### config.mk
export PLATFORM = sky130hd
export DESIGN_NAME = status_link_host_flat
export DESIGN_NICKNAME = d
export VERILOG_FILES = /design/src/shared/status_link_pkg.sv /design/src/shared/status_link.sv /design/src/rtl/status_link_host.sv /design/src/flat_wrapper.sv
export SDC_FILE = /design/constraint.sdc
export NUM_CORES = 1
export LEC_CHECK = 0
export ABC_AREA = 1
export BUFFER_PORTS_ARGS = -buffer_cell sky130_fd_sc_hd__clkbuf_2
export CORE_MARGIN = 2
export CORE_UTILIZATION = 50
export DETAILED_ROUTE_END_ITERATION = 8
export PLACE_DENSITY = 0.79
export SLEW_MARGIN = 20
export SYNTH_ARGS = -nofsm -noshare
export SYNTH_HDL_FRONTEND = slang
export SYNTH_SLANG_ARGS = --single-unit
### constraint.sdc
create_clock -name aclk -period 1.4 [get_ports aclk]
set_input_delay 0.07 -clock aclk [delete_from_list [all_inputs] [get_ports aclk]]
set_output_delay 0.07 -clock aclk [all_outputs]
set_load 0.1 [all_outputs]
### src/shared/status_link_pkg.sv
package status_link_pkg;
   // Link field widths
   localparam int LINK_AW = 8;
   localparam int LINK_DW = 8;

   // Link commands
   typedef enum logic [2:0]
   {
      OP_READ,
      OP_WRITE,
      OP_START,
      OP_RESET,
      OP_LOCK,
      OP_UNLOCK
   } link_op_t;

   // Device register map
   localparam logic [7:0] ADDR_FIRST_STATUS = 8'h01;
   localparam logic [7:0] ADDR_CONV_CTRL = 8'h02;
   localparam logic [7:0] ADDR_GPIO_DIR = 8'h03;
   localparam logic [7:0] ADDR_GPIO_LEVEL = 8'h04;
   localparam logic [7:0] ADDR_GAIN_SELECT = 8'h10;
   localparam logic [7:0] ADDR_ALARMS = 8'h11;
   localparam logic [7:0] ADDR_LOCK_STATUS = 8'h12;
   localparam logic [7:0] LOCK_LO = 8'h10;
   localparam logic [7:0] LOCK_HI = 8'h12;

   // Device field positions and reset values
   localparam int LOCK_BIT = 5;
   localparam int CHECK_ERR_BIT = 4;
   localparam int RSVD_LSB = 6;
   localparam int READY_BIT = 0;
   localparam int BUSY_BIT = 1;
   localparam int CONT_BIT = 0;
   localparam logic [7:0] GAIN_SELECT_RST = 8'h50;
   localparam logic [7:0] CONV_CTRL_RST = 8'h00;
   localparam logic [7:0] ALARMS_RST = 8'h00;
   localparam logic [7:0] CHECK_SEED = 8'ha5;
   localparam logic [3:0] CLK_QUIET_CYC = 4'hf;

   // Controller register map, one 32-bit word each
   localparam logic [7:0] REG_CTRL = 8'h00;
   localparam logic [7:0] REG_CMD = 8'h04;
   localparam logic [7:0] REG_STATUS = 8'h08;
   localparam logic [7:0] REG_IRQ_STATUS = 8'h0c;
   localparam logic [7:0] REG_IRQ_MASK = 8'h10;
   localparam int CTRL_W = 7;
   localparam int CTRL_CLK_LSB = 0;
   localparam int CTRL_START = 2;
   localparam int CTRL_RESET = 3;
   localparam int CTRL_FIRST = 4;
   localparam int CTRL_SECOND = 5;
   localparam int CTRL_CONT = 6;
   localparam int CMD_DATA_LSB = 8;
   localparam int CMD_OP_LSB = 16;
   localparam int CMD_BAD_CHECK = 19;
   localparam int IRQ_DONE = 0;
   localparam int IRQ_READY = 1;
   localparam logic [3:0] CLK_HALF_CYC = 4'h2;
   localparam logic [1:0] RESP_OKAY = 2'h0;
   localparam logic [1:0] RESP_SLVERR = 2'h2;

   typedef enum logic [1:0]
   {
      CLK_INTERNAL,
      CLK_HALT,
      CLK_EXTERNAL
   } clk_mode_t;

   // Check byte carried with every command
   function automatic logic [7:0] check_byte(input logic [2:0] op,
      input logic [7:0] addr, input logic [7:0] data);
      check_byte = {5'h00, op} ^ addr ^ data ^ CHECK_SEED;
   endfunction : check_byte
endpackage : status_link_pkg

### src/shared/status_link.sv
interface status_link;
   import status_link_pkg::*;
   logic clock_source_pin;
   logic start_pin;
   logic reset_pin_n;
   logic first_chip_select_n;
   logic second_chip_select_n;
   logic cmd_valid;
   logic [2:0] cmd_op;
   logic [7:0] cmd_addr;
   logic [7:0] cmd_data;
   logic [7:0] cmd_check;
   logic rsp_valid;
   logic [7:0] rsp_data;
   logic serial_out_ready_pin;
   logic conversion_ready_n;

   modport device_end
   (
      input clock_source_pin, start_pin, reset_pin_n, first_chip_select_n,
      input second_chip_select_n, cmd_valid, cmd_op, cmd_addr, cmd_data,
      input cmd_check,
      output rsp_valid, rsp_data, serial_out_ready_pin, conversion_ready_n
   );

   modport host_end
   (
      output clock_source_pin, start_pin, reset_pin_n, first_chip_select_n,
      output second_chip_select_n, cmd_valid, cmd_op, cmd_addr, cmd_data,
      output cmd_check,
      input rsp_valid, rsp_data, serial_out_ready_pin, conversion_ready_n
   );
endinterface : status_link

### src/rtl/status_link_host.sv
module status_link_host
(
   // Clock and reset
   input wire logic aclk,
   input wire logic aresetn,
   // Link to the device
   status_link.host_end link,
   // AXI4-Lite write
   input wire logic [7:0] awaddr,
   input wire logic [2:0] awprot,
   input wire logic awvalid,
   output logic awready,
   input wire logic [31:0] wdata,
   input wire logic [3:0] wstrb,
   input wire logic wvalid,
   output logic wready,
   output logic [1:0] bresp,
   output logic bvalid,
   input wire logic bready,
   // AXI4-Lite read
   input wire logic [7:0] araddr,
   input wire logic [2:0] arprot,
   input wire logic arvalid,
   output logic arready,
   output logic [31:0] rdata,
   output logic [1:0] rresp,
   output logic rvalid,
   input wire logic rready,
   // Interrupt
   output logic irq
);
   import status_link_pkg::*;

   typedef enum {ST_IDLE, ST_SEND, ST_WAIT} host_state_t;

   function automatic logic [31:0] merge(input logic [31:0] old,
      input logic [31:0] nw, input logic [3:0] strb);
      for (int i = 0; i < 4; i++)
         merge[i*8 +: 8] = strb[i] ? nw[i*8 +: 8] : old[i*8 +: 8];
   endfunction : merge

   host_state_t state_q;
   logic have_aw_q, have_w_q, awready_q, wready_q, bvalid_q;
   logic arready_q, rvalid_q;
   logic [1:0] bresp_q, rresp_q;
   logic [7:0] waddr_q;
   logic [31:0] wdata_q, rdata_q;
   logic [3:0] wstrb_q;
   logic [CTRL_W-1:0] ctrl_q;
   logic [1:0] irq_q, mask_q;
   logic irq_out_q;
   logic [7:0] last_rd_q;
   logic srdy_q;
   logic [3:0] div_q;
   logic clk_ext_q, clk_pin_q, start_q, reset_n_q, first_n_q, second_n_q;
   logic cmd_valid_q;
   logic [2:0] op_q;
   logic [7:0] addr_q, data_q, check_q;

   // Write channel handshakes
   wire aw_fire = awvalid & awready_q;
   wire w_fire = wvalid & wready_q;
   wire do_write = have_aw_q & have_w_q & ~bvalid_q;
   wire aw_next = (have_aw_q | aw_fire) & ~do_write;
   wire w_next = (have_w_q | w_fire) & ~do_write;
   wire bvalid_next = do_write | (bvalid_q & ~bready);
   wire w_known = waddr_q == REG_CTRL || waddr_q == REG_CMD ||
      waddr_q == REG_STATUS || waddr_q == REG_IRQ_STATUS ||
      waddr_q == REG_IRQ_MASK;
   wire [31:0] ctrl_new = merge(32'(ctrl_q), wdata_q, wstrb_q);
   wire [31:0] mask_new = merge(32'(mask_q), wdata_q, wstrb_q);
   wire [31:0] cmd_new = merge(32'h0, wdata_q, wstrb_q);
   wire kick = do_write && waddr_q == REG_CMD && (|wstrb_q) &&
      state_q == ST_IDLE;

   // Read channel handshakes
   wire ar_fire = arvalid & arready_q;
   wire rvalid_next = ar_fire | (rvalid_q & ~rready);
   wire r_known = araddr == REG_CTRL || araddr == REG_CMD ||
      araddr == REG_STATUS || araddr == REG_IRQ_STATUS ||
      araddr == REG_IRQ_MASK;
   wire busy = state_q != ST_IDLE;
   wire [31:0] rd_value =
      (araddr == REG_CTRL) ? 32'(ctrl_q) :
      (araddr == REG_STATUS) ? {16'h0, last_rd_q, 6'h0, ~srdy_q, busy} :
      (araddr == REG_IRQ_STATUS) ? 32'(irq_q) :
      (araddr == REG_IRQ_MASK) ? 32'(mask_q) : 32'h0;
   wire irq_clear = ar_fire && araddr == REG_IRQ_STATUS;

   // Events
   wire done_evt = (state_q == ST_SEND && op_q != OP_READ) ||
      (state_q == ST_WAIT && (link.rsp_valid | ~reset_n_q));
   wire ready_evt = ~link.serial_out_ready_pin & srdy_q;
   wire [1:0] evt = {ready_evt, done_evt};
   wire [1:0] irq_next = (irq_q & ~({2{irq_clear}} & irq_q)) | evt;
   wire [1:0] clk_mode = ctrl_q[CTRL_CLK_LSB +: 2];

   // Register bus slave
   always_ff @(posedge aclk)
   begin
      if (!aresetn)
      begin
         have_aw_q <= 1'b0;
         have_w_q <= 1'b0;
         awready_q <= 1'b0;
         wready_q <= 1'b0;
         bvalid_q <= 1'b0;
         bresp_q <= RESP_OKAY;
         arready_q <= 1'b0;
         rvalid_q <= 1'b0;
         rresp_q <= RESP_OKAY;
         rdata_q <= 32'h0;
         waddr_q <= 8'h00;
         wdata_q <= 32'h0;
         wstrb_q <= 4'h0;
         ctrl_q <= '0;
         mask_q <= 2'h0;
         irq_q <= 2'h0;
         irq_out_q <= 1'b0;
      end
      else
      begin
         have_aw_q <= aw_next;
         have_w_q <= w_next;
         awready_q <= ~aw_next;
         wready_q <= ~w_next;
         bvalid_q <= bvalid_next;
         arready_q <= ~rvalid_next;
         rvalid_q <= rvalid_next;
         irq_q <= irq_next;
         irq_out_q <= |(irq_next & mask_q);
         if (aw_fire)
            waddr_q <= awaddr;
         if (w_fire)
         begin
            wdata_q <= wdata;
            wstrb_q <= wstrb;
         end
         if (do_write)
         begin
            bresp_q <= w_known ? RESP_OKAY : RESP_SLVERR;
            if (waddr_q == REG_CTRL)
               ctrl_q <= ctrl_new[CTRL_W-1:0];
            if (waddr_q == REG_IRQ_MASK)
               mask_q <= mask_new[1:0];
         end
         if (ar_fire)
         begin
            rdata_q <= rd_value;
            rresp_q <= r_known ? RESP_OKAY : RESP_SLVERR;
         end
      end
   end

   // Link pins and command sequencer
   always_ff @(posedge aclk)
   begin
      if (!aresetn)
      begin
         state_q <= ST_IDLE;
         cmd_valid_q <= 1'b0;
         op_q <= 3'h0;
         addr_q <= 8'h00;
         data_q <= 8'h00;
         check_q <= 8'h00;
         last_rd_q <= 8'h00;
         srdy_q <= 1'b1;
         div_q <= 4'h0;
         clk_ext_q <= 1'b0;
         clk_pin_q <= 1'b0;
         start_q <= 1'b0;
         reset_n_q <= 1'b1;
         first_n_q <= 1'b1;
         second_n_q <= 1'b1;
      end
      else
      begin
         srdy_q <= link.serial_out_ready_pin;
         start_q <= ctrl_q[CTRL_START];
         reset_n_q <= ~ctrl_q[CTRL_RESET];
         first_n_q <= ~ctrl_q[CTRL_FIRST];
         second_n_q <= ~ctrl_q[CTRL_SECOND];
         div_q <= (div_q == CLK_HALF_CYC - 4'h1) ? 4'h0 : div_q + 4'h1;
         if (div_q == CLK_HALF_CYC - 4'h1)
            clk_ext_q <= ~clk_ext_q;
         clk_pin_q <= (clk_mode == CLK_EXTERNAL) ? clk_ext_q :
            (clk_mode == CLK_HALT);
         case (state_q)
            ST_IDLE:
            begin
               if (kick)
               begin
                  op_q <= cmd_new[CMD_OP_LSB +: 3];
                  addr_q <= cmd_new[7:0];
                  data_q <= cmd_new[CMD_DATA_LSB +: 8];
                  check_q <= check_byte(cmd_new[CMD_OP_LSB +: 3],
                     cmd_new[7:0], cmd_new[CMD_DATA_LSB +: 8]) ^
                     {7'h00, cmd_new[CMD_BAD_CHECK]};
                  cmd_valid_q <= 1'b1;
                  state_q <= ST_SEND;
               end
            end
            ST_SEND:
            begin
               cmd_valid_q <= 1'b0;
               state_q <= (op_q == OP_READ) ? ST_WAIT : ST_IDLE;
            end
            ST_WAIT:
            begin
               if (link.rsp_valid)
                  last_rd_q <= link.rsp_data;
               if (link.rsp_valid | ~reset_n_q)
                  state_q <= ST_IDLE;
            end
            default:
               state_q <= ST_IDLE;
         endcase
      end
   end

   // Every device input is driven to a level from reset on
   assign link.clock_source_pin = clk_pin_q;
   assign link.start_pin = start_q;
   assign link.reset_pin_n = reset_n_q;
   assign link.first_chip_select_n = first_n_q;
   assign link.second_chip_select_n = second_n_q;
   assign link.cmd_valid = cmd_valid_q;
   assign link.cmd_op = op_q;
   assign link.cmd_addr = addr_q;
   assign link.cmd_data = data_q;
   assign link.cmd_check = check_q;
   assign awready = awready_q;
   assign wready = wready_q;
   assign bvalid = bvalid_q;
   assign bresp = bresp_q;
   assign arready = arready_q;
   assign rvalid = rvalid_q;
   assign rdata = rdata_q;
   assign rresp = rresp_q;
   assign irq = irq_out_q;
endmodule : status_link_host

### src/flat_wrapper.sv
// flat-port wrapper written by rule: the top's interface ports become plain ports
module status_link_host_flat import status_link_pkg::*;
  (aclk, aresetn, awaddr, awprot, awvalid, awready, wdata, wstrb, wvalid, wready, bresp, bvalid, bready, araddr, arprot, arvalid, arready, rdata, rresp, rvalid, rready, irq, link_clock_source_pin, link_start_pin, link_reset_pin_n, link_first_chip_select_n, link_second_chip_select_n, link_cmd_valid, link_cmd_op, link_cmd_addr, link_cmd_data, link_cmd_check, link_rsp_valid, link_rsp_data, link_serial_out_ready_pin, link_conversion_ready_n);
  status_link link_i ();
  input wire logic aclk;
  input wire logic aresetn;
  input wire logic [7:0] awaddr;
  input wire logic [2:0] awprot;
  input wire logic awvalid;
  output logic awready;
  input wire logic [31:0] wdata;
  input wire logic [3:0] wstrb;
  input wire logic wvalid;
  output logic wready;
  output logic [1:0] bresp;
  output logic bvalid;
  input wire logic bready;
  input wire logic [7:0] araddr;
  input wire logic [2:0] arprot;
  input wire logic arvalid;
  output logic arready;
  output logic [31:0] rdata;
  output logic [1:0] rresp;
  output logic rvalid;
  input wire logic rready;
  output logic irq;
  output wire logic [$bits(link_i.clock_source_pin)-1:0] link_clock_source_pin;
  output wire logic [$bits(link_i.start_pin)-1:0] link_start_pin;
  output wire logic [$bits(link_i.reset_pin_n)-1:0] link_reset_pin_n;
  output wire logic [$bits(link_i.first_chip_select_n)-1:0] link_first_chip_select_n;
  output wire logic [$bits(link_i.second_chip_select_n)-1:0] link_second_chip_select_n;
  output wire logic [$bits(link_i.cmd_valid)-1:0] link_cmd_valid;
  output wire logic [$bits(link_i.cmd_op)-1:0] link_cmd_op;
  output wire logic [$bits(link_i.cmd_addr)-1:0] link_cmd_addr;
  output wire logic [$bits(link_i.cmd_data)-1:0] link_cmd_data;
  output wire logic [$bits(link_i.cmd_check)-1:0] link_cmd_check;
  input wire logic [$bits(link_i.rsp_valid)-1:0] link_rsp_valid;
  input wire logic [$bits(link_i.rsp_data)-1:0] link_rsp_data;
  input wire logic [$bits(link_i.serial_out_ready_pin)-1:0] link_serial_out_ready_pin;
  input wire logic [$bits(link_i.conversion_ready_n)-1:0] link_conversion_ready_n;
  assign link_clock_source_pin = link_i.clock_source_pin;
  assign link_start_pin = link_i.start_pin;
  assign link_reset_pin_n = link_i.reset_pin_n;
  assign link_first_chip_select_n = link_i.first_chip_select_n;
  assign link_second_chip_select_n = link_i.second_chip_select_n;
  assign link_cmd_valid = link_i.cmd_valid;
  assign link_cmd_op = link_i.cmd_op;
  assign link_cmd_addr = link_i.cmd_addr;
  assign link_cmd_data = link_i.cmd_data;
  assign link_cmd_check = link_i.cmd_check;
  assign link_i.rsp_valid = link_rsp_valid;
  assign link_i.rsp_data = link_rsp_data;
  assign link_i.serial_out_ready_pin = link_serial_out_ready_pin;
  assign link_i.conversion_ready_n = link_conversion_ready_n;
  status_link_host u_core (.aclk(aclk), .aresetn(aresetn), .link(link_i), .awaddr(awaddr), .awprot(awprot), .awvalid(awvalid), .awready(awready), .wdata(wdata), .wstrb(wstrb), .wvalid(wvalid), .wready(wready), .bresp(bresp), .bvalid(bvalid), .bready(bready), .araddr(araddr), .arprot(arprot), .arvalid(arvalid), .arready(arready), .rdata(rdata), .rresp(rresp), .rvalid(rvalid), .rready(rready), .irq(irq));
endmodule
======== After elaboration in Yosys (flattened, before gate mapping) ========
Index checks and enable logic that the tools add are counted.
word-level totals
  bits in writable memories ............... 0
  register bits after elaboration ......... 166
  bits in latches ......................... 0
  memories ................................ 0
  bits in read-only memories .............. 0
operators by class
  eq/ne operators ......................... 17
  reduce and logical (&&, ||, !) cells .... 32
  order comparisons ....................... 0
  bitwise gates (word level) .............. 39
  div/mod/pow operators ................... 0
  multipliers ............................. 0
  multiplexer cells ....................... 16
  shift-type cells ........................ 0
  add/sub/neg operators ................... 1
operator list
  operator                                                                 number
  32-bit two-way mux                                                       5
  32-bit one-hot mux with 3 select lines                                   1
  32-bit by 2-bit equality test with 1-bit output (second input constant)  2
  32-bit zero test                                                         2
  32-bit by 1-bit equality test with 1-bit output (second input constant)  1
  32-bit by 3-bit equality test with 1-bit output (second input constant)  1
  8-bit by 4-bit equality test with 1-bit output (second input constant)   4
  32-bit nonzero test                                                      1
  8-bit by 3-bit equality test with 1-bit output (second input constant)   2
  8-bit by 5-bit equality test with 1-bit output (second input constant)   2
  8-bit zero test                                                          2
  8-bit two-way mux                                                        2
  1-bit NOT                                                                15
  1-bit AND                                                                10
  1-bit logical OR                                                         9
  2-bit two-way mux                                                        4
  2-bit AND reduction                                                      4
  3-bit by 8-bit bitwise XOR with 8-bit output                             1
  8-bit by 1-bit bitwise XOR with 8-bit output                             1
  8-bit bitwise XOR                                                        1
  2-bit AND                                                                3
  1-bit logical AND                                                        6
  3-bit AND reduction                                                      2
  1-bit OR                                                                 5
  16 further kinds                                                         19

======== Logic depth before layout (Yosys ltp) ========
Gate-level depths: netlist of the first run.
  depth after elaboration ................. 8
  gate-level depth with buffers ........... 9
  depth with buffers taken out ............ 9

======== Least setup slack after synthesis of the first run ========
Ideal clock, no wire load.
  path kind ............................... reg-to-reg
  start ................................... reg u_core.arready_q, in the netlist u_core.arready
  end ..................................... reg u_core.rdata_q[10], in the netlist u_core.rdata[10]
  path buffers ............................ 2
  required time ........................... 1278 ps
  arrival ................................. 1851 ps
  cell stages (with the launch flop) ...... 6
  path slack .............................. -573 ps
  period minus slack after synthesis ...... 1973 ps
  path through ............................ dfxtp_1 > nand2_1 > inv_1 > clkbuf_1 > buf_2 > a21oi_1
on the way
  word-level cells in the longest chain between the ends .. 1
ends and longest elaborated chain
  element                 RTL line                 text
  from (decl)             status_link_host.sv:44   logic arready_q, rvalid_q;
  from (signal assigned)  status_link_host.sv:128  arready_q <= ~rvalid_next;
  1-bit AND               status_link_host.sv:77   wire ar_fire = arvalid & arready_q;
  to (signal assigned)    status_link_host.sv:149  rdata_q <= rd_value;
  to (decl)               status_link_host.sv:47   logic [31:0] wdata_q, rdata_q;
Every way passes these cells.
A chain may end at the register's enable or synchronous reset.

======== Final worst setup path of the first run ========
  start ................................... reg u_core.state_q[0]
  end ..................................... reg u_core.addr_q[0], in the netlist u_core.link.cmd_addr[0]
on the way
  word-level cells in the longest chain between the ends .. 3
ends and longest elaborated chain
  element                            RTL line                 text
  from (decl)                        status_link_host.sv:42   host_state_t state_q;
  from (signal assigned)             status_link_host.sv:206  state_q <= (op_q == OP_READ) ? ST_WAIT : ST_IDLE;
  32-bit zero test                   status_link_host.sv:74   state_q == ST_IDLE;
  1-bit logical AND                  status_link_host.sv:73   wire kick = do_write && waddr_q == REG_CMD && (|wstrb_q) &&
  2-bit AND reduction (no line) (*)  --
  to (signal assigned)               status_link_host.sv:194  addr_q <= cmd_new[7:0];
  to (decl)                          status_link_host.sv:58   logic [7:0] addr_q, data_q, check_q;
Every way passes the cells marked *; elsewhere a longest branch is shown, timed or not.

==> impl_results.md, run 1 <==
- Outcome: complete, but fails checks
- Violated checks: setup timing
- Detailed Place HPWL: 7.958 mm
- First-pass GRT wire length: 20.55 mm
- Count leader, synth: dfxtp_1
- Number of vias in the routed layout: 4827
- Hold_ws: a little under 0.08 ns
- Number of global-route vias before repair: roughly 4.5k
- Clock skew: 0.008036 ns
- Per-cell routed wire length: 14.71 um
- Min setup slack post-route: -0.09964 ns
- Synth area leaders: dfxtp_1, nand2_1, a21oi_1
- Synth area leader: dfxtp_1
- Sequential Area: ~2400 um^2
- GRT Residual Overflow: 0
- Final cell count without fillers: 930
- Share of cells above drive strength 1: 28.94%
- Ys flop type: dfxtp_1
- Pins Over Slew Limit: 0
- Initial detailed-routing violation count: 291
- Layout area overhead: 45.21%
- Tot Pwr: 0.009157 W
- Largest family of logic cells by synthesized area: simple AND/OR/NAND/NOR gates
- Final setup fails: 25
- Row count: 35
- Simple-gate portion of the synthesized area: 21.08%
- Gate Count Post-Synth: 623
- Cells after DPL: 834
- Unrepaired setup endpoints after global routing: yes
- Critical path type: flip-flop to flip-flop
- RR Startpoint: u_core.state_q[0]$_SDFFE_PN0P_
- Sequential-to-total area share from yosys stat: 49.58%
- Netlist Area Pre-Place: 4725 um^2
- Slowest stage delay, CP: ~0.32 ns
- HP Start: araddr[4]
- EDFF count, synth: 0
- Leakage: 3.037 nW
- Post-synthesis async set-or-reset flop share: 0%
- Starting Density: 51.37%
- Clock period minus worst slack: 1.500 ns
- Clock transition at path regs: 0.06 ns
- Fmax: 0.6668 GHz
- CP endpoint kind: flip-flop
- Die W: 101.2 um
- Layout fillers: 635
- I/O Buffers: 112
- Drt pass-1 iters: 7
- Yosys top cell area share: ~50%
- Synth Area in Compound Gates: roughly 16%
- CTS root buffer: clkbuf_8
- TritonCTS clock tree: yes
- Num CTS Buffers: 17
- Worst path cell trace: inv_2 -> nand2_4 -> nor3_4 -> nand2_2 -> nor2_4 -> buf_6 -> buf_16 -> nand3_2 -> a21oi_2
- Clk_lat worst skew: 0.51 ns
- Initial antenna violation count: 0
- H-tree levels: 4
- Synthesized area per cell: 7.584 um^2
- Pre-CTS setup slack: ~0.014 ns
- Mux contribution to synthesized area: 0%
- Max stage delay cell, worst path: dfxtp_2
- P per Cell Area: 1335 nW/um^2
- DIE AREA: 10240 um^2
- Post-synth top cells: dfxtp_1, nand2_1, nor2_1
- Routed Antenna Nets: 0
- Core Area: 9196 um^2
- Class of the worst hold path: input port to flip-flop
- Post-synthesis adder-cell area fraction: 0.5297%
- Number of synthesized register bits: about 120
- Unique cell type count in the Yosys netlist: 33
- Clk buf depth: 2
- Layout Nets: 884
- Tcrit/Tclk final: 107.1%
- GRT Total Usage: about a quarter
- Largest net degree at the start of global routing: 57
- Max-Cap Viols: 0
- Relative slew slack: 61.86%
- Area occupied by multi-input gates: 2132 um^2
- DRT Wirelength: 13.68 mm
- DR DRC count: 0
- Num ports: around 150
- CP startpoint kind: flip-flop
- Post-Synth XOR/XNOR Area: around 2.6%
- Clock tree sinks: 117
- Worst Path Max Fanout: 6
- Number of vias per cell: approximately 5.2
- Max rail drop VDD: 0.7403 mV
- Setup crit start: u_core.state_q[0]$_SDFFE_PN0P_
- Worst EP required: 1.84 ns
- Worst slew pin tran: 0.5745 ns
- Antenna cells: 0
- Fin. Hold Viols: 0
- Routability Congestion: 0.8664
- Crit path arrival time: 1.93 ns
- Synth Warn #: 0
- Die height: a little over 100 um
[power by group]
part / switching [W] / internal [W] / total [W]
logic: 0.000918 / 0.000352 / 0.00127
registers: 0.000104 / 0.00347 / 0.00357
clock network: 0.00152 / 0.00280 / 0.00431
[critical path: cells and delay by family (launching register included)]
| kind | cells | cell delay, ns |
|---|---|---|
| AO/OA/AOI/OAI | 1 | 0.15 |
| buffers and inverters | 3 | 0.34 |
| flip-flops | 1 | 0.32 |
| AND/OR/NAND/NOR | 5 | 0.61 |
[cell families (layout without fill, tap and decap cells)]
| family | Yosys count | in the layout |
|---|---|---|
| AND/OR/NAND/NOR | 239 | 239 |
| AO/OA/AOI/OAI | 151 | 151 |
| flip-flops | 117 | 117 |
| buffers and inverters | 99 | 277 |
| XOR/XNOR | 14 | 14 |
| adder cells (fa/ha/maj) | 2 | 2 |
| other | 1 | 19 |
[registers in the layout (all words and copies together), names as in the netlist, 2 cells and up]
name	cells
u_core.last_rd_q	8
u_core.link.cmd_op	3
u_core.link.cmd_check	8
u_core.waddr_q	8
u_core.div_q	4
u_core.irq_q	2
u_core.state_q	2
u_core.link.cmd_addr	8
u_core.link.cmd_data	8
u_core.rdata	15
u_core.wdata_q	20
u_core.ctrl_q	7
u_core.wstrb_q	4
u_core.mask_q	2
[through the flow]
stage | TNS (ns) | util, % | area (um^2)
after floorplan | 0 | - | 4810
after global placement | 0 | 58.67 | 5395
after detailed placement | 0 | 58.67 | 5395
after CTS | -0.3269 | 72.37 | 6655
after global routing | -2.827 | 74.60 | 6860
final | -1.059 | 74.60 | 6860
[final timing paths]
path / endpoint / slack (ns) / cells past startpoint
setup reg to reg: u_core.link.cmd_addr[0]$_SDFFE_PN0P_ / -0.1 / 9
hold / removal: u_core.rresp[1]$_SDFFE_PN0N_ / 0.08 / 6
setup / recovery: u_core.link.cmd_addr[0]$_SDFFE_PN0P_ / -0.1 / 9
hold reg to reg: u_core.link.reset_pin_n$_SDFF_PN1_ / 0.40 / 1
[layout make-up]
class                           instances  area share (%)
Timing Repair Buffer                  195           20.94
Tap cell                              111           2.024
Sequential cell                       117           34.51
Multi-Input combinational cell        425           31.08
Clock inverter                         12           2.225
Clock buffer                           20           6.493
Inverter                               50           2.736
[what timing repair did]
action / in CTS / in global routing
gates cloned: 4 / 1
hold endpoints to repair: 56 / 0
endpoints found under the setup margin: 26 / 62
setup buffers: 3 / 7
hold buffers: 49 / 0
gates resized for setup: 23 / 83
pin swaps: 1 / 22
[layout by cell type (no fill, tap or decap), drive strengths merged, types with 5 or more instances in the layout]
cell	count
clkinvlp	5
xor2	6
nand2	106
nand3	25
o21ai	74
nor2	98
a21oi	72
conb	19
dlygate4sd3	49
clkbuf	108
dfxtp	117
xnor2	8
buf	58
inv	50
[routing by layer]
layer	vias to the layer above	wire, um	GRT usage [%]
met5	-	0	0
met4	0	313	11.95
met3	37	853	6.832
met2	210	6880	43.91
met1	2239	5630	29.56
li1	2341	-	-
(Power assumes the default switching activity.)
==> run 2, diff against run 1 <==
- SETUP_SLACK_MARGIN: not set -> 0.15
- clock period: 1.4 -> 1.5 ns (I/O delays scaled with it)
==> impl_results.md, run 2 (synthesis results as in run 1) <==
- P per Cell Area: 1216 nW/um^2 (-8.9%)
- Critical path type: flip-flop to flip-flop
- Hold_ws: 0.08317 ns (+0.004360 ns)
- Max-Cap Viols: 0 (unchanged)
- Initial detailed-routing violation count: 272 (-6.5%)
- Most frequent cells in the layout: dfxtp_1, nand2_1, nor2_1
- Final setup fails: 0 (-100%)
- Clk_lat worst skew: 0.51 ns (about the same)
- Worst EP required: 1.89 ns (+0.05 ns)
- Routed Antenna Nets: 0 (unchanged)
- Class of the worst hold path: input port to flip-flop
- Worst Path Max Fanout: 10 (+4)
- Layout area overhead: 44.12%
- Initial antenna violation count: 0 (unchanged)
- Pins Over Slew Limit: 0 (unchanged)
- Post-route cell area: 6809 um^2 (-0.75%)
- Tot Pwr: 0.008282 W (-9.6%)
- Max rail drop VDD: 0.7729 mV (+4.4%)
- Clock skew: 0.006191 ns (-0.001845 ns)
- Commonest non-fill, non-tap cell in the layout: dfxtp_1
- Fmax: 0.6721 GHz (+0.79%)
- Unrepaired setup endpoints after global routing: yes
- Reg with most FFs: u_core.wdata_q
- R2r setup slk: 0.01 ns (+0.11 ns)
- TritonCTS clock tree: yes
- Clk buf depth: 2 (unchanged)
- Core Area: 9196 um^2 (unchanged)
- Antenna cells: 0 (unchanged)
- Die height: 101.2 um (unchanged)
- Cells after DPL: 832 (-0.24%)
- Die W: 101.2 um (unchanged)
- Worst Reg-to-Reg Cells: 9 (unchanged)
- CTS root buffer: clkbuf_8
- DIE AREA: 10240 um^2 (unchanged)
- First-pass GRT wire length: 20.36 mm (-0.91%)
- Placed cell areas: 5386 um^2 (-0.16%)
- R2r endpoint: u_core.link.cmd_op[1]$_SDFFE_PN0P_
- Final cell count without fillers: 924 (-0.65%)
- H-tree levels: 4 (unchanged)
- GRT Total Usage: 25.19% (-0.32 points)
- Tcrit/Tclk final: 99.20% (-7.9 points)
- Num CTS Buffers: 17 (unchanged)
- Largest net degree at the start of global routing: 77 (+35%)
- Share of cells above drive strength 1: 27.06% (-1.9 points)
- Clock tree sinks: 117 (unchanged)
- Number of global-route vias before repair: 4480 (-1.3%)
- Clock period minus worst slack: 1.488 ns (-0.01170 ns)
- Number of vias in the routed layout: 4831 (+0.083%)
- HP Start: araddr[4]
- DRT Wirelength: 13.53 mm (-1.1%)
- Clock transition at path regs: 0.06 ns (about the same)
- Drt pass-1 iters: 5 (-2)
- Layout Nets: 878 (-0.68%)
- Number of vias per cell: 5.228 (+0.73%)
- Leakage: 2.965 nW (-2.4%)
- Crit path arrival time: 1.88 ns (-0.05 ns)
- GRT Residual Overflow: 0 (unchanged)
- Detailed Place HPWL: 7.717 mm (-3.0%)
- CP endpoint kind: flip-flop
- Fin. Hold Viols: 0 (unchanged)
- Row count: 35 (unchanged)
- Per-cell routed wire length: 14.64 um (-0.43%)
- Max FFs per register: 20 (unchanged)
- RR Startpoint: u_core.waddr_q[7]$_SDFFE_PN0P_
- I/O Buffers: 112 (unchanged)
- DR DRC count: 0 (unchanged)
- Outcome: completed
- CP startpoint kind: flip-flop
- Hold Crit Endpoint: u_core.rresp[1]$_SDFFE_PN0N_
- Num ports: 151 (unchanged)
- Hold Crit Depth: 6 (unchanged)
- Starting Density: 51.37% (unchanged)
- Routability Congestion: 0.8503 (-1.9%)
run 2: changes by cell type in the layout (fill, tap and decap cells not counted), sizes merged:
cell         delta
clkinvlp        -2
dlygate4sd3     +2
buf            -30
bufinv          -2
clkinv          +3
inv             +1
clkbuf         +22
run 2: worst max-delay path by stage:
stage / from / endpoint / slack, ns / cells past startpoint
finish: u_core.waddr_q[7]$_SDFFE_PN0P_ / u_core.link.cmd_op[1]$_SDFFE_PN0P_ / 0.01 / 9
global route: u_core.bvalid$_SDFF_PN0_ / u_core.link.cmd_addr[3]$_SDFFE_PN0P_ / -0.05 / 8
CTS: u_core.waddr_q[6]$_SDFFE_PN0P_ / u_core.link.cmd_addr[2]$_SDFFE_PN0P_ / 0.13 / 9
detailed placement: u_core.have_aw_q$_SDFF_PN0_ / u_core.ctrl_q[6]$_SDFFE_PN0P_ / 0.11 / 7
global placement: u_core.have_aw_q$_SDFF_PN0_ / u_core.ctrl_q[1]$_SDFFE_PN0P_ / 0.16 / 7
floorplan: u_core.link.cmd_valid$_SDFFE_PN0P_ / u_core.link.cmd_valid$_SDFFE_PN0P_ / 0.15 / 2
run 2: per-stage QoR:
step | setup TNS (ns) | utilization (%) | setup WS (ns)
after global routing | -0.2972 | 74.04 | -0.04633
after detailed placement | 0 | 58.57 | 0.1074
after floorplan | 0 | - | 0.1535
final | 0 | 74.04 | 0.01206
after global placement | 0 | 58.57 | 0.1637
after CTS | 0 | 72.01 | 0.1308
run 2: area by class of cell:
| class | instances | area [um^2] |
|---|---|---|
| inverters | 50 | 190.2 |
| clock buffers | 20 | 455.4 |
| repair buffers | 189 | 1464 |
| fillers | 635 | 2387 |
| multi-input cells | 425 | 2088 |
| well taps | 111 | 138.9 |
| flip-flops and latches | 117 | 2370 |
| clock inverters | 12 | 102.6 |
run 2: routing by layer:
layer  share of wire (%)  GRT usage, %  wire length [um]
met2                  51         45.29              6962
met3                 6.6         6.418               888
met1                  40         28.96              5346
met5                   0             0                 0
met4                 2.5         8.940               334
run 2: worst max-delay path: stages (launching register included):
cell,delay (ns)
dfxtp_1,0.29
inv_1,0.07
nand2_2,0.07
nor2_4,0.14
nand3_2,0.15
inv_2,0.13
nand3_4,0.13
buf_6,0.18
o21ai_1,0.16
a21oi_1,0.06
run 2: timing repair:
| action | CTS | global route |
|---|---|---|
| setup endpoints to repair | 84 | 41 |
| gates resized for setup | 64 | 39 |
| hold buffers | 51 | 0 |
| pin swaps | 2 | 8 |
| setup buffers | 2 | 5 |
| gates cloned | 0 | 2 |
| endpoints found under the hold margin | 57 | 0 |
run 2: power by group:
part | internal, W | leakage [nW] | switching [W]
registers | 0.00324 | 0.958 | 0.000105
clock network | 0.00232 | 0.273 | 0.00142
logic | 0.000346 | 1.73 | 0.000859
==> run 3, diff against run 2 <==
- GPL_TIMING_DRIVEN: not set -> 0
==> impl_results.md, run 3 (synthesis results as in run 1) <==
- Logic pwr share: 14.4% (-0.2 points)
- Antenna cells: 0 (unchanged)
- Clock period minus worst slack: 1.495 ns (+0.007330 ns)
- Layout Nets: 914 (+4.1%)
- Leakage: 3.129 nW (+5.5%)
- DIE AREA: 10240 um^2 (unchanged)
- CP startpoint kind: flip-flop
- Crit path arrival time: 1.93 ns (+0.05 ns)
- DR DRC count: 0 (unchanged)
- Clock transition at path regs: 0.06 ns (about the same)
- Critical path type: flip-flop to flip-flop
- Worst Reg-to-Reg Cells: 8 (-1)
- Die W: 101.2 um (unchanged)
- Relative slew slack: 53.43%
- Initial detailed-routing violation count: 388 (+43%)
- Clk_lat worst skew: 0.51 ns (about the same)
- Row count: 35 (unchanged)
- Number of global-route vias before repair: 4822 (+7.6%)
- Drt pass-1 iters: 6 (+1)
- Max-Cap Viols: 0 (unchanged)
- Starting Density: 51.37% (unchanged)
- First-pass GRT wire length: 23.20 mm (+14%)
- R2r setup slk: 0.005 ns (about the same)
- Core Area: 9196 um^2 (unchanged)
- Worst slew pin tran: 0.6985 ns
- Num CTS Buffers: 17 (unchanged)
- Placed cell areas: 5515 um^2 (+2.4%)
- Setup_tns: 0 ns (unchanged)
- Pins Over Slew Limit: 0 (unchanged)
- Pint: 0.006328 W (+7.3%)
- I/O Buffers: 112 (unchanged)
- Max rail drop VDD: 0.9665 mV (+25%)
- Worst EP required: 1.94 ns (+0.05 ns)
- Initial antenna violation count: 0 (unchanged)
- GRT Total Usage: 29.05% (+3.9 points)
- HP Start: aresetn
- Largest net degree at the start of global routing: 17 (-78%)
- Per-cell routed wire length: 15.80 um (+7.9%)
- Commonest non-fill, non-tap cell in the layout: dfxtp_1
- Layout area overhead: 51.32%
- Post-route cell area: 7149 um^2 (+5.0%)
- Hold Crit Endpoint: u_core.link.cmd_data[3]$_SDFFE_PN0P_
- Clock skew: 0.008315 ns (+0.002124 ns)
- Clock power frac: 47.6% (+2.5 points)
- R2r endpoint: u_core.link.cmd_check[0]$_SDFFE_PN0P_
- Reg with most FFs: u_core.wdata_q
- Number of vias in the routed layout: 5147 (+6.5%)
- Sequential fraction of design power: 38.0% (-2.3 points)
- TritonCTS clock tree: yes
- Most frequent cells in the layout: dfxtp_1, nand2_1, nor2_1
- Share of cells above drive strength 1: 32.04% (+5.0 points)
- Final setup fails: 0 (unchanged)
- P per Cell Area: 1231 nW/um^2 (+1.2%)
- Clk buf depth: 2 (unchanged)
- Routed Antenna Nets: 0 (unchanged)
- GRT Residual Overflow: 0 (unchanged)
- H-tree levels: 4 (unchanged)
- Max FFs per register: 20 (unchanged)
- Class of the worst hold path: input port to flip-flop
- Routability Congestion: 0.8603 (+1.2%)
- Num ports: 151 (unchanged)
- Sw frac: 28.09% (-0.69 points)
- Unrepaired setup endpoints after global routing: yes
- Fin. Hold Viols: 0 (unchanged)
- Outcome: completed
- CTS root buffer: clkbuf_8
- Hold Crit Depth: 3 (-3)
- Number of vias per cell: 5.361 (+2.5%)
- Detailed Place HPWL: 8.977 mm (+16%)
- RR Startpoint: u_core.wstrb_q[0]$_SDFFE_PN0P_
- Fmax: 0.6688 GHz (-0.49%)
- Die height: 101.2 um (unchanged)
- Switching power total: 0.002472 W (+3.7%)
- Worst Path Max Fanout: 10 (unchanged)
- Tcrit/Tclk final: 99.68% (+0.49 points)
- Clock tree sinks: 117 (unchanged)
- CP endpoint kind: flip-flop
- DRT Wirelength: 15.17 mm (+12%)
-- run 3: layer usage --
| metal | vias up | routed length (um) | share of wire (%) | global-route usage (%) |
|---|---|---|---|---|
| met2 | 302 | 7630 | 50 | 50.84 |
| met5 | - | 0 | 0 | 0 |
| li1 | 2405 | - | - | - |
| met4 | 0 | 584 | 3.8 | 15.28 |
| met3 | 62 | 1112 | 7.3 | 5.935 |
| met1 | 2378 | 5844 | 39 | 33.39 |
-- run 3: critical path, stage by stage (launching register included) --
cell and delay (ns):
dfxtp_1 0.35, buf_4 0.18, inv_1 0.09, nand3_2 0.12, nand2_2 0.08, nor2_4 0.20
buf_6 0.19, nand2_1 0.07, a21oi_1 0.14
-- run 3: worst max path at each step --
stage | slack [ns] | endpoint | cells past startpoint | from
2_1_floorplan | 0.15 | u_core.link.cmd_valid$_SDFFE_PN0P_ | 2 | u_core.link.cmd_valid$_SDFFE_PN0P_
3_3_place_gp | 0.05 | u_core.link.cmd_check[5]$_SDFFE_PN0P_ | 9 | u_core.waddr_q[7]$_SDFFE_PN0P_
3_5_place_dp | -0.02 | u_core.ctrl_q[4]$_SDFFE_PN0P_ | 7 | u_core.have_aw_q$_SDFF_PN0_
4_1_cts | 0.07 | u_core.link.cmd_check[2]$_SDFFE_PN0P_ | 8 | u_core.state_q[0]$_SDFFE_PN0P_
5_1_grt | -0.04 | u_core.link.cmd_check[0]$_SDFFE_PN0P_ | 8 | u_core.waddr_q[3]$_SDFFE_PN0P_
6_report | 0.005 | u_core.link.cmd_check[0]$_SDFFE_PN0P_ | 8 | u_core.wstrb_q[0]$_SDFFE_PN0P_
-- run 3: timing repair --
| action | 4_1_cts | 5_1_grt |
|---|---|---|
| gates cloned | 4 | 0 |
| resized for setup | 106 | 54 |
| setup buffers | 10 | 2 |
| hold buffers | 48 | 1 |
| endpoints found under the setup margin | 107 | 87 |
| pin swaps | 13 | 13 |
| endpoints found under the hold margin | 56 | 2 |
-- run 3: power by group through the flow --
stage / clock network [W] / registers [W] / logic [W]
after floorplan: 0 / 0.00362 / 0.000582
after detailed placement: 0 / 0.00338 / 0.00105
final: 0.00419 / 0.00334 / 0.00127
after CTS: 0.00416 / 0.00333 / 0.00122
after global placement: 0 / 0.00338 / 0.00103
after global routing: 0.00432 / 0.00335 / 0.00135
-- run 3: per-stage QoR --
step	utilization [%]	std cells	power, W	hold slack [ns]	worst slack, ns
floorplan	-	641	0.004201	0.1951	0.1535
global placement	59.97	864	0.004406	0.2976	0.04987
detailed placement	59.97	864	0.004432	0.3021	-0.01738
CTS	76.20	958	0.008703	-0.004515	0.07351
global route	77.74	960	0.009012	0.02167	-0.04129
finish	77.74	960	0.008800	0.009539	0.004735
-- run 3: final cells by class --
cell class / count / area [um^2]
flip-flops and latches: 117 / 2372
multi-input cells: 425 / 2215
clock inverters: 11 / 147.6
inverters: 50 / 190.2
well taps: 111 / 138.9
fillers: 570 / 2047
clock buffers: 21 / 470.5
repair buffers: 176 / 1301
plain buffers: 49 / 314.1
